### src/scss_pkg.sv
// Function
// - four clock modes: external low, medium, high power, and internal
// - configuration clock bits pick the source at power-up and reset
// - external modes take a logic clock; clock out pin is I/O or clock
// - external modes bypass the start-up timer, no added delay
// - logic fully static; stopped clock keeps all state
// - internal mode frees clock input pin; config bit sets clock out pin
// - select field 1x switches to internal output chosen by freq field
// - 16 MHz source made from 500 kHz via lock loop, then postscaler
// - high source on when freq field picks it and config 00 or select 1x
// - status shows high source ready, locked within 2%, stable within 0.5%
// - mid source feeds postscaler of five frequencies, same enables
// - mid ready flag set while mid oscillator runs
// - trim is 6-bit signed, reset zero, acts on mid and high sources
// - trim write drifts frequency; no completion flag given
// - trim never touches the low-frequency oscillator
// - low oscillator on for code 0000 with select 1x; clocks timers
// - low ready flag set while low oscillator runs
// - fast start-up oscillator runs before switching to high source
// - select 00 uses configuration source; reset clears select field
// - reset loads frequency field with 0111, 500 kHz
// - switch waits falling edge of old clock, holds low, new rising edge
// - code 1111 gives 16 MHz, 1110 gives 8 MHz from high source
package scss_pkg;
  // register port
  localparam int ADDR_W = 2;
  localparam int DATA_W = 8;
  localparam logic [1:0] ADDR_CTRL = 2'h0;
  localparam logic [1:0] ADDR_STAT = 2'h1;
  localparam logic [1:0] ADDR_TRIM = 2'h2;
  // control register fields
  localparam int CTRL_SCS_LSB = 0;
  localparam int CTRL_IFS_LSB = 3;
  localparam logic [1:0] SCS_RESET = 2'h0;
  localparam logic [3:0] IFS_RESET = 4'h7;
  localparam logic [5:0] TRIM_RESET = 6'h00;
  // status register bit positions
  localparam int STAT_HF_STABLE = 0;
  localparam int STAT_HF_LOCKED = 1;
  localparam int STAT_HF_READY = 2;
  localparam int STAT_LF_READY = 3;
  localparam int STAT_MF_READY = 4;
  // configuration clock codes
  localparam logic [1:0] FOSC_INT = 2'h0;
  localparam logic [1:0] FOSC_EXT_LOW = 2'h1;
  localparam logic [1:0] FOSC_EXT_MID = 2'h2;
  localparam logic [1:0] FOSC_EXT_HIGH = 2'h3;
  // frequency codes with special meaning
  localparam logic [3:0] IFS_LF = 4'h0;
  localparam logic [3:0] IFS_HF_16M = 4'hF;
  localparam logic [3:0] IFS_HF_8M = 4'hE;
  localparam logic [3:0] IFS_MF_TOP = 4'h7;
  localparam logic [3:0] IFS_MF_DIV16 = 4'h4;
  localparam logic [2:0] MF_DIV_MAX = 3'h4;
  // timing, figures in ns, counts in 50 ns core cycles
  localparam int CLK_PERIOD_NS = 50;
  localparam int HF_READY_NS = 5000;
  localparam int HF_LOCK_NS = 20000;
  localparam int HF_STABLE_NS = 50000;
  localparam int MF_READY_NS = 2000;
  localparam int LF_READY_NS = 10000;
  localparam int CNT_W = 12;
  localparam logic [CNT_W-1:0] HF_READY_CYC =
    CNT_W'((HF_READY_NS + CLK_PERIOD_NS - 1) / CLK_PERIOD_NS);
  localparam logic [CNT_W-1:0] HF_LOCK_CYC =
    CNT_W'((HF_LOCK_NS + CLK_PERIOD_NS - 1) / CLK_PERIOD_NS);
  localparam logic [CNT_W-1:0] HF_STABLE_CYC =
    CNT_W'((HF_STABLE_NS + CLK_PERIOD_NS - 1) / CLK_PERIOD_NS);
  localparam logic [CNT_W-1:0] MF_READY_CYC =
    CNT_W'((MF_READY_NS + CLK_PERIOD_NS - 1) / CLK_PERIOD_NS);
  localparam logic [CNT_W-1:0] LF_READY_CYC =
    CNT_W'((LF_READY_NS + CLK_PERIOD_NS - 1) / CLK_PERIOD_NS);
  // clock sources, codes index the synchroniser bank
  typedef enum logic [1:0] {
    SRC_EXT = 2'b00,
    SRC_HF = 2'b01,
    SRC_MF = 2'b10,
    SRC_LF = 2'b11
  } scss_src_e;
  // switch sequencer
  typedef enum logic [2:0] {
    SW_BOOT = 3'b000,
    SW_RUN = 3'b001,
    SW_WAIT_RDY = 3'b010,
    SW_WAIT_FALL = 3'b011,
    SW_HOLD = 3'b100
  } scss_state_e;
endpackage

### src/scss_sync.sv
`timescale 1ns/1ns
module scss_sync #(
  parameter int WIDTH = 4
) (
  // clock and reset
  input wire logic core_clk_in,
  input wire logic resetn_in,
  // levels
  input wire logic [WIDTH-1:0] async_in,
  output logic [WIDTH-1:0] sync_out
);
  typedef struct packed {
    logic [WIDTH-1:0] s1;
    logic [WIDTH-1:0] s2;
  } scss_sync_s;

  scss_sync_s st_q;
  scss_sync_s st_d;

  // first stage feeds only the second stage
  always_comb begin
    st_d.s1 = async_in;
    st_d.s2 = st_q.s1;
  end

  always_ff @(posedge core_clk_in) begin
    if (!resetn_in) begin
      st_q <= '0;
    end else begin
      st_q <= st_d;
    end
  end

  assign sync_out = st_q.s2;
endmodule // scss_sync

### src/scss_top.sv
// Chosen here: the register addresses and the address-and-strobe port.
`timescale 1ns/1ns
module scss_top (
  // clock and reset
  input wire logic core_clk_in,
  input wire logic resetn_in,
  // register port
  input wire logic [scss_pkg::ADDR_W-1:0] reg_addr_in,
  input wire logic [scss_pkg::DATA_W-1:0] reg_wdata_in,
  input wire logic reg_wr_in,
  input wire logic reg_rd_in,
  output logic [scss_pkg::DATA_W-1:0] reg_rdata_out,
  // configuration word and timer needs
  input wire logic [1:0] fosc_cfg_in,
  input wire logic clock_out_pin_cfg_in,
  input wire logic wdt_needs_lf_in,
  input wire logic powerup_delay_timer_needs_lf_in,
  // raw oscillator and pin levels
  input wire logic ext_clock_in_pin_in,
  input wire logic hf_osc_lvl_in,
  input wire logic mf_osc_lvl_in,
  input wire logic lf_osc_lvl_in,
  // general purpose drive for the clock out pin
  input wire logic gpio_out_in,
  input wire logic gpio_oe_in,
  // oscillator controls
  output logic hf_osc_en_out,
  output logic mf_osc_en_out,
  output logic lf_osc_en_out,
  output logic fast_start_en_out,
  output logic [5:0] osc_trim_out,
  // system clock selection
  output logic [1:0] sys_clk_src_out,
  output logic [2:0] sys_clk_div_out,
  output logic sys_clk_hold_out,
  output logic startup_bypass_out,
  output logic [1:0] ext_power_mode_out,
  // pins
  output logic ext_pin_gpio_free_out,
  output logic clock_out_pin_out,
  output logic clock_out_pin_oe_out
);
  import scss_pkg::*;

  typedef struct packed {
    scss_state_e st;
    scss_src_e cur_src;
    logic [2:0] cur_div;
    scss_src_e pend_src;
    logic [2:0] pend_div;
    logic [1:0] sys_clk_select;
    logic [3:0] ifs;
    logic [5:0] trim;
    logic [CNT_W-1:0] hf_cnt;
    logic [CNT_W-1:0] mf_cnt;
    logic [CNT_W-1:0] lf_cnt;
    logic hf_en;
    logic mf_en;
    logic lf_en;
    logic hf_rdy;
    logic hf_lck;
    logic hf_stb;
    logic mf_rdy;
    logic lf_rdy;
    logic fso_en;
    logic hold;
    logic cur_lvl_p;
    logic new_lvl_p;
    logic [DATA_W-1:0] rdata;
    logic bypass;
    logic [1:0] ext_mode;
    logic gpio_free;
    logic cko;
    logic cko_oe;
  } scss_top_s;

  scss_top_s st_q;
  scss_top_s st_d;
  logic [3:0] lvl_sync;
  logic int_mode;
  scss_src_e tgt_src;
  logic [2:0] tgt_div;
  logic cur_lvl;
  logic new_lvl;
  logic new_rdy;
  logic [DATA_W-1:0] ctrl_rd;
  logic [DATA_W-1:0] stat_rd;

  // every clock level comes from another domain
  scss_sync #(
    .WIDTH(4)
  ) u_sync (
    .core_clk_in(core_clk_in),
    .resetn_in(resetn_in),
    .async_in({lf_osc_lvl_in, mf_osc_lvl_in, hf_osc_lvl_in,
               ext_clock_in_pin_in}),
    .sync_out(lvl_sync)
  );

  // source and postscaler decode from the selection fields
  always_comb begin
    int_mode = (fosc_cfg_in == FOSC_INT) || st_q.sys_clk_select[1];
    tgt_src = SRC_EXT;
    tgt_div = 3'h0;
    if (!int_mode) begin
      tgt_src = SRC_EXT;
    end else if (st_q.ifs[3]) begin
      // 1111 undivided 16 MHz, 1110 halved to 8 MHz
      tgt_src = SRC_HF;
      tgt_div = 3'(IFS_HF_16M - st_q.ifs);
    end else if (st_q.ifs == IFS_LF) begin
      tgt_src = SRC_LF;
    end else if (st_q.ifs >= IFS_MF_DIV16) begin
      tgt_src = SRC_MF;
      tgt_div = 3'(IFS_MF_TOP - st_q.ifs);
    end else begin
      // low codes all give the same divided mid frequency
      tgt_src = SRC_MF;
      tgt_div = MF_DIV_MAX;
    end
  end

  // levels of the running and the pending clock
  always_comb begin
    cur_lvl = lvl_sync[st_q.cur_src];
    new_lvl = lvl_sync[st_q.pend_src];
    unique case (st_q.pend_src)
      SRC_EXT: new_rdy = 1'b1;
      SRC_HF: new_rdy = st_q.hf_rdy;
      SRC_MF: new_rdy = st_q.mf_rdy;
      SRC_LF: new_rdy = st_q.lf_rdy;
    endcase
  end

  // register readback images
  always_comb begin
    ctrl_rd = '0;
    ctrl_rd[CTRL_SCS_LSB +: 2] = st_q.sys_clk_select;
    ctrl_rd[CTRL_IFS_LSB +: 4] = st_q.ifs;
    stat_rd = '0;
    stat_rd[STAT_HF_STABLE] = st_q.hf_stb;
    stat_rd[STAT_HF_LOCKED] = st_q.hf_lck;
    stat_rd[STAT_HF_READY] = st_q.hf_rdy;
    stat_rd[STAT_LF_READY] = st_q.lf_rdy;
    stat_rd[STAT_MF_READY] = st_q.mf_rdy;
  end

  // next state of the whole block
  always_comb begin
    st_d = st_q;

    // software writes; status has no writable bits
    if (reg_wr_in && reg_addr_in == ADDR_CTRL) begin
      st_d.sys_clk_select = reg_wdata_in[CTRL_SCS_LSB +: 2];
      st_d.ifs = reg_wdata_in[CTRL_IFS_LSB +: 4];
    end
    if (reg_wr_in && reg_addr_in == ADDR_TRIM) begin
      // only the trim output moves; no done flag exists
      st_d.trim = reg_wdata_in[5:0];
    end

    // read data stands one cycle, zero otherwise
    st_d.rdata = '0;
    if (reg_rd_in) begin
      unique case (reg_addr_in)
        ADDR_CTRL: st_d.rdata = ctrl_rd;
        ADDR_STAT: st_d.rdata = stat_rd;
        ADDR_TRIM: st_d.rdata = {2'b00, st_q.trim};
        default: st_d.rdata = '0;
      endcase
    end

    // oscillator enables; the running source stays on until switched away
    st_d.hf_en = (int_mode && st_q.ifs[3])
               || st_q.cur_src == SRC_HF;
    // high source is built from mid, so mid runs whenever high does
    st_d.mf_en = (int_mode && st_q.ifs != IFS_LF)
               || st_q.cur_src == SRC_HF
               || st_q.cur_src == SRC_MF;
    st_d.lf_en = (int_mode && st_q.ifs == IFS_LF)
               || st_q.cur_src == SRC_LF
               || wdt_needs_lf_in || powerup_delay_timer_needs_lf_in;

    // start-up counters model settle time, cleared when off
    st_d.hf_cnt = !st_q.hf_en ? '0 :
      (st_q.hf_cnt >= HF_STABLE_CYC ? st_q.hf_cnt : st_q.hf_cnt + 1'b1);
    st_d.mf_cnt = !st_q.mf_en ? '0 :
      (st_q.mf_cnt >= MF_READY_CYC ? st_q.mf_cnt : st_q.mf_cnt + 1'b1);
    st_d.lf_cnt = !st_q.lf_en ? '0 :
      (st_q.lf_cnt >= LF_READY_CYC ? st_q.lf_cnt : st_q.lf_cnt + 1'b1);

    // flags follow enable and settle count
    st_d.hf_rdy = st_q.hf_en && st_q.hf_cnt >= HF_READY_CYC;
    st_d.hf_lck = st_q.hf_en && st_q.hf_cnt >= HF_LOCK_CYC;
    st_d.hf_stb = st_q.hf_en
                && st_q.hf_cnt >= HF_STABLE_CYC;
    st_d.mf_rdy = st_q.mf_en && st_q.mf_cnt >= MF_READY_CYC;
    st_d.lf_rdy = st_q.lf_en && st_q.lf_cnt >= LF_READY_CYC;

    // fast start-up oscillator covers the high source settling
    st_d.fso_en = st_q.hf_en && !st_q.hf_rdy;

    // edge history of old and new clock levels
    st_d.cur_lvl_p = cur_lvl;
    st_d.new_lvl_p = new_lvl;

    // glitch-free switch sequencer
    unique case (st_q.st)
      SW_BOOT: begin
        // configuration source taken directly after reset release
        st_d.cur_src = tgt_src;
        st_d.cur_div = tgt_div;
        st_d.pend_src = tgt_src;
        st_d.pend_div = tgt_div;
        st_d.st = SW_RUN;
      end
      SW_RUN: begin
        st_d.pend_src = tgt_src;
        st_d.pend_div = tgt_div;
        if (tgt_src != st_q.cur_src || tgt_div != st_q.cur_div) begin
          st_d.st = SW_WAIT_RDY;
        end
      end
      SW_WAIT_RDY: begin
        // same-source changes see new_rdy at once: no start-up wait
        if (new_rdy) begin
          st_d.st = SW_WAIT_FALL;
        end
      end
      SW_WAIT_FALL: begin
        if (st_q.cur_lvl_p && !cur_lvl) begin
          st_d.hold = 1'b1;
          st_d.st = SW_HOLD;
        end
      end
      SW_HOLD: begin
        // new clock enters on its rising edge, so no runt pulse
        if (!st_q.new_lvl_p && new_lvl) begin
          st_d.hold = 1'b0;
          st_d.cur_src = st_q.pend_src;
          st_d.cur_div = st_q.pend_div;
          st_d.st = SW_RUN;
        end
      end
      default: st_d.st = SW_BOOT;
    endcase

    // mode decode and start-up timer bypass
    st_d.bypass = fosc_cfg_in != FOSC_INT;
    st_d.ext_mode = fosc_cfg_in;
    st_d.gpio_free = fosc_cfg_in == FOSC_INT;

    // clock out pin: clock image or general purpose drive
    if (clock_out_pin_cfg_in) begin
      st_d.cko = cur_lvl && !st_q.hold;
      st_d.cko_oe = 1'b1;
    end else begin
      st_d.cko = gpio_out_in;
      st_d.cko_oe = gpio_oe_in;
    end
  end

  // with no edges nothing changes, so a stopped clock keeps all state
  always_ff @(posedge core_clk_in) begin
    if (!resetn_in) begin
      st_q <= '0;
      st_q.st <= SW_BOOT;
      st_q.cur_src <= SRC_EXT;
      st_q.pend_src <= SRC_EXT;
      st_q.sys_clk_select <= SCS_RESET;
      st_q.ifs <= IFS_RESET;
      st_q.trim <= TRIM_RESET;
    end else begin
      st_q <= st_d;
    end
  end

  // outputs straight from the state register
  assign reg_rdata_out = st_q.rdata;
  assign hf_osc_en_out = st_q.hf_en;
  assign mf_osc_en_out = st_q.mf_en;
  assign lf_osc_en_out = st_q.lf_en;
  assign fast_start_en_out = st_q.fso_en;
  // trim reaches mid and high only; the low oscillator has no trim input
  assign osc_trim_out = st_q.trim;
  assign sys_clk_src_out = st_q.cur_src;
  assign sys_clk_div_out = st_q.cur_div;
  assign sys_clk_hold_out = st_q.hold;
  assign startup_bypass_out = st_q.bypass;
  assign ext_power_mode_out = st_q.ext_mode;
  assign ext_pin_gpio_free_out = st_q.gpio_free;
  assign clock_out_pin_out = st_q.cko;
  assign clock_out_pin_oe_out = st_q.cko_oe;
endmodule // scss_top

### config.mk
export PLATFORM = sky130hd
export DESIGN_NAME = scss_top
export DESIGN_NICKNAME = d
export VERILOG_FILES = /design/src/scss_pkg.sv /design/src/scss_sync.sv /design/src/scss_top.sv
export SDC_FILE = /design/constraint.sdc
export NUM_CORES = 1
export LEC_CHECK = 0
export BUFFER_PORTS_ARGS = -buffer_cell sky130_fd_sc_hd__buf_2
export CELL_PAD_IN_SITES_DETAIL_PLACEMENT = 1
export CELL_PAD_IN_SITES_GLOBAL_PLACEMENT = 2
export CORE_AREA = 10 10 118 120
export CTS_CLUSTER_DIAMETER = 100
export DETAILED_ROUTE_END_ITERATION = 6
export DIE_AREA = 0 0 128 130
export MAX_ROUTING_LAYER = met4
export PLACE_DENSITY_LB_ADDON = 0.1
export SLEW_MARGIN = 20
export SYNTH_ARGS = -nofsm -noshare
export SYNTH_HDL_FRONTEND = slang
export SYNTH_SLANG_ARGS = --single-unit
### constraint.sdc
create_clock -name core_clk_in -period 4.5 [get_ports core_clk_in]
set_input_delay 0.9 -clock core_clk_in [delete_from_list [all_inputs] [get_ports core_clk_in]]
set_output_delay 0.9 -clock core_clk_in [all_outputs]
set_load 0.01 [all_outputs]
## After elaboration in Yosys (flattened, before gate mapping)

Index checks and enable logic that the tools add are counted.
W data, S select, Z words.

- $add $sub $neg: 5
- Order comparisons: 8
- Equal/unequal tests: 18
- Multiplexer cells: 23
- Reductions and logical operators: 43

Operators with widths:

| cell | number |
|---|---|
| $add A12 B1 Y12 const B | 3 |
| $mux W3 | 7 |
| $pmux W7 S3 | 1 |
| $pmux W3 S5 | 1 |
| $logic_and A1 B1 Y1 | 14 |
| $ge A12 B10 Y1 const B | 1 |
| $ge A12 B6 Y1 const B | 1 |
| $ge A12 B7 Y1 const B | 1 |
| $ge A12 B8 Y1 const B | 1 |
| $ge A12 B9 Y1 const B | 1 |
| $eq A2 B2 Y1 const B | 5 |
| $pmux W5 S2 | 1 |
| $reduce_and A2 Y1 | 5 |
| $logic_or A1 B1 Y1 | 8 |
| $mux W8 | 1 |
| $ne A2 B2 Y1 const B | 4 |
| $eq A2 B1 Y1 const B | 3 |
| $eq A3 B2 Y1 const B | 2 |
| $logic_not A2 Y1 | 3 |
| $lt A2 B3 Y1 const B | 2 |
| $mux W2 | 3 |
| $reduce_bool A2 Y1 | 3 |
| $sub A3 B3 Y3 const A | 2 |
| $mux W1 | 5 |
| other kinds (15) | 19 |

- Flip-flop bits (word level): 95
- Bits of input ports: 25

## Longest topological paths before layout

- Depth in word-level cells: 9
- Gate-level depth with buffers: 7
- Depth with buffers taken out: 6

## Hierarchy

A second synthesis with hierarchy kept.

- Cells, all modules: 424
- Area total of the unflattened synthesis: 3,967.6 um^2

Modules (own cells, without submodules):

| module | times used | cells an instance | area each (um^2) | seq. area each (um^2) |
|---|---|---|---|---|
| scss_top | 1 | 408 | 3,757.4 | 1,721.7 |
| scss_sync | 1 | 16 | 210.2 | 160.2 |

## Worst setup path before layout

OpenSTA, ideal clock, no wires.

- Kind: input -> register
- Start point: input fosc_cfg_in[1]
- End point: register st_q[86] (netlist bit)
- Library setup time: 0.117 ns
- Arrival: 2.134 ns
- Data required time: 4.383 ns
- Slack: 2.249 ns
- Stages on the path: 6
- Buffers on the path: 0
- Cells stage by stage: o21bai_2 -> nand2_1 -> or3_1 -> a211oi_2 -> nor2_1 -> a32o_1

- Cells in the longest elaborated chain, start to end: 7

RTL lines:

| element | RTL line | text |
|---|---|---|
| start: declaration | scss_top.sv:14 | `input wire logic [1:0] fosc_cfg_in,` |
| $logic_not A2 Y1 (*) | scss_top.sv:102 | `int_mode = (fosc_cfg_in == FOSC_INT) \|\| st_q.sys_clk_select[1];` |
| $logic_or A1 B1 Y1 (*) | scss_top.sv:102 |  |
| $mux W3 / $mux W2 (equally long branches) | scss_top.sv:105 | `if (!int_mode) begin` |
| $ne A3 B3 Y1 / $ne A2 B2 Y1 (equally long branches) | scss_top.sv:220 | `if (tgt_src != st_q.cur_src \|\| tgt_div != st_q.cur_div) begin` |
| $logic_or A1 B1 Y1 (*) | scss_top.sv:220 |  |
| $ne A2 B2 Y1 (no line) (*) | n/a |  |
| $reduce_and A4 Y1 (no line) (*) | n/a |  |
| end signal: assignment | scss_top.sv:274 | `st_q <= st_d;` |
| end: declaration | scss_top.sv:77 | `scss_top_s st_q;` |

Every way passes the cells marked *; elsewhere a longest branch is shown, timed or not.
A chain may end at the register's enable or synchronous reset.

## Final worst setup path

Ends and elaborated chain as after synthesis.

==> impl_metrics.ini <==
[run_status]
status = finished, final reports clean

[setup_path]
criticalPathCategory = input port to register
path_depth = 7
setup.worst_path.end_class = register
crit_family = compound AO/OA/AOI/OAI gates
crit_buf_inv = 1
crit_chain = buf_2 > o21bai_2 > nand2_1 > or3_1 > a211oi_2 > nor2_1 > a32o_1
cp-start-kind = input port
max_stage_delay_ps = 400
crit_slowest_cell = or3_1
arrival_ps = 2540
path_max_fanout = 8
crit_required_ps = 4730
r2r_cells = 6

[floorplanning]
start_util_pct = 34.0
rows = 40
ioPinCount = 55
dieArea_sq_um = 16600
fp.dieW_um = 128
die_h_um = 130
coreArea_sq_um = 11700

[finish]
area_growth_pct = 13.0
most-common-layout-cells = dfxtp_1 (94), buf_2 (52), nor2_1 (48)
final_nets = 475
diodes = 0
fill_cells = 1370
multiInputGateArea_sq_um = 1840
drive_gt1_share_pct = 18.0
layout_commonest_cell = dfxtp_1
regArea_sq_um = 1880

[route]
wl_per_cell_um = 15.3
drc = 0
drt-pass1-iter-count = 4
vias_per_cell = 4.93
postRouteAntennaNets = 0
totalWireLength_um = 9110
num_vias = 2938
drtIter0Drc = 151

[timing]
fin_crit_sh_pct = 51.3
rsz0062_at_grt = no
holdWs_ps = 432
slew_headroom_pct = 42.9
fmax_ghz = 0.433
worst_pin_slew_ps = 854
tns_ps = 0
clock_skew_ps = 7.30
fin_ws_ps = 2190
final_max_slew_viol_count = 0
finalSetupViolCount = 0
hold_violations = 0
min_period_ps = 2310

[clock_network]
htreeDepth = 3
numCtsBuffers = 9
clockBufferDepth = 2
cts.repair.resized = 0
clk-insertion-delay-late_ps = 340
ctsHoldBuffers = 0
cts_tree = done
clk_pin_slew_ps = 60
postCtsSetupRepairBufs = 0
cts_root_buffer = clkbuf_16
clock-sinks = 94

[synth]
synth_top_area_share_pct = 47.3
synth-async-reset-ratio_pct = 0
syn-instance-count = 420
synth-edff-count = 0
yosysTopAreaCell = dfxtp_1
syn-cell-area_sq_um = 3980
yosys_warnings = 0
syn_area_per_cell_sq_um = 9.48
syn-num-nets = 451
ys.flop_type = dfxtp_1
ys_ff_latch = 94
ys_types = 57
yosysSeqAreaShare_pct = 47.3
synth.area.top_cells = dfxtp_1 (47%), nor2_1 (4.5%), mux2i_1 (4.0%)

[place]
dp_hpwl_um = 6510
place_ws_ps = 1820
io_buffers = 52
place.gp.congestion = 0.730

[worst_hold_path]
whs_path_depth = 1
hold_class = register to register

[global_route]
grt_pass1_vias = 3008
grt.total_usage_pct = 11.5
grt_pass1_wl_um = 15100
antenna_found_initial = 0
grt_max_degree = 41
overflow = 0

[power_and_ir_drop]
power_leakage_nw = 1.83
ir_worst_vdd_v = 0.000204
power_density_nw_per_um2 = 455

[job]
drv_cap = 0
## Yosys cell counts (2+ instances only)
| cell type | instances |
|---|---|
| o21ai_0 | 10 |
| nand2b_1 | 5 |
| nor4_1 | 2 |
| mux2i_1 | 16 |
| inv_1 | 7 |
| nor2b_1 | 8 |
| a2111oi_0 | 2 |
| nand4_1 | 6 |
| buf_4 | 21 |
| a21oi_1 | 9 |
| xnor2_1 | 6 |
| nor3_1 | 5 |
| dfxtp_1 | 94 |
| nand2_1 | 32 |
| nor2_1 | 48 |
| a21boi_0 | 9 |
| o21a_1 | 4 |
| nor4b_1 | 2 |
| nand3_1 | 9 |
| nor3b_1 | 2 |
| o41ai_1 | 3 |
| o311ai_0 | 5 |
| mux4_2 | 2 |
| buf_2 | 4 |
| a211oi_1 | 3 |
| clkbuf_1 | 14 |
| ha_1 | 6 |
| o211a_1 | 5 |
| and2_1 | 20 |
| a31oi_1 | 4 |
| or3_1 | 5 |
| a32o_1 | 2 |
| and3_1 | 14 |
| xor2_1 | 13 |
## per-layer routing
metal,GRT usage [%],share of wire (%)
met3,3.12,3.7
met1,13.6,48
met4,5.30,2.0
met2,18.0,46
met5,-,0
## cell families (layout without fill, tap and decap cells)
| group | after synthesis | after routing | share of synthesized area [%] |
|---|---|---|---|
| AOI/OAI and AO/OA | 66 | 66 | 12.7 |
| xor gates and xnor gates | 19 | 19 | 4.18 |
| adders and majority gates | 6 | 6 | 1.88 |
| buffers and inverters | 47 | 76 | 6.53 |
| DFF | 94 | 94 | 47.3 |
| muxes | 18 | 18 | 5.15 |
| other | 1 | 1 | 0.0942 |
| and+or+nand+nor | 169 | 169 | 22.2 |
## stage by stage
stage / total power (W) / std cells / util, % / cell area (sq um)
floorplan: 0.00122 / 420 / - / 3980
global placement: 0.00130 / 580 / 35.9 / 4200
detailed placement: 0.00130 / 580 / 35.9 / 4200
CTS: 0.00208 / 596 / 38.4 / 4500
global route: 0.00216 / 596 / 38.4 / 4500
finish: 0.00205 / 596 / 38.4 / 4500
## worst paths after layout
kind | slack [ps] | from | endpoint
worst max-delay path | 2190 | fosc_cfg_in[1] | st_q[86]
worst min-delay path | 430 | u_sync.st_d[0] | u_sync.sync_out[0]
worst max register to register | 2450 | ctrl_rd[6] | st_q[86]
worst min register to register | 430 | u_sync.st_d[0] | u_sync.sync_out[0]
## cell type report
| cell class | instances | area share [%] |
|---|---|---|
| Clock inverter | 5 | 1.31 |
| Sequential cell | 94 | 41.8 |
| Tap cell | 147 | 4.09 |
| Multi-Input combinational cell | 279 | 40.9 |
| Clock buffer | 11 | 5.39 |
| Inverter | 7 | 0.584 |
| Timing Repair Buffer | 53 | 5.95 |
## flip-flops by register name, summed over array words and instances (netlist names), 2 cells and up
signal / cells
st_q: 51
reg_rdata_out: 7
ctrl_rd: 6
osc_trim_out: 6
u_sync.st_d: 4
u_sync.sync_out: 4
sys_clk_div_out: 3
ext_power_mode_out: 2
sys_clk_src_out: 2
## report_power, final
part | switching (W) | leakage [nW] | internal (W)
clock network | 0.000321 | 0.142 | 0.000446
logic | 0.000162 | 0.927 | 0.000137
registers | 0.0000914 | 0.765 | 0.000889
total | 0.000575 | 1.83 | 0.00147
Power figures use the tool's default switching activity.
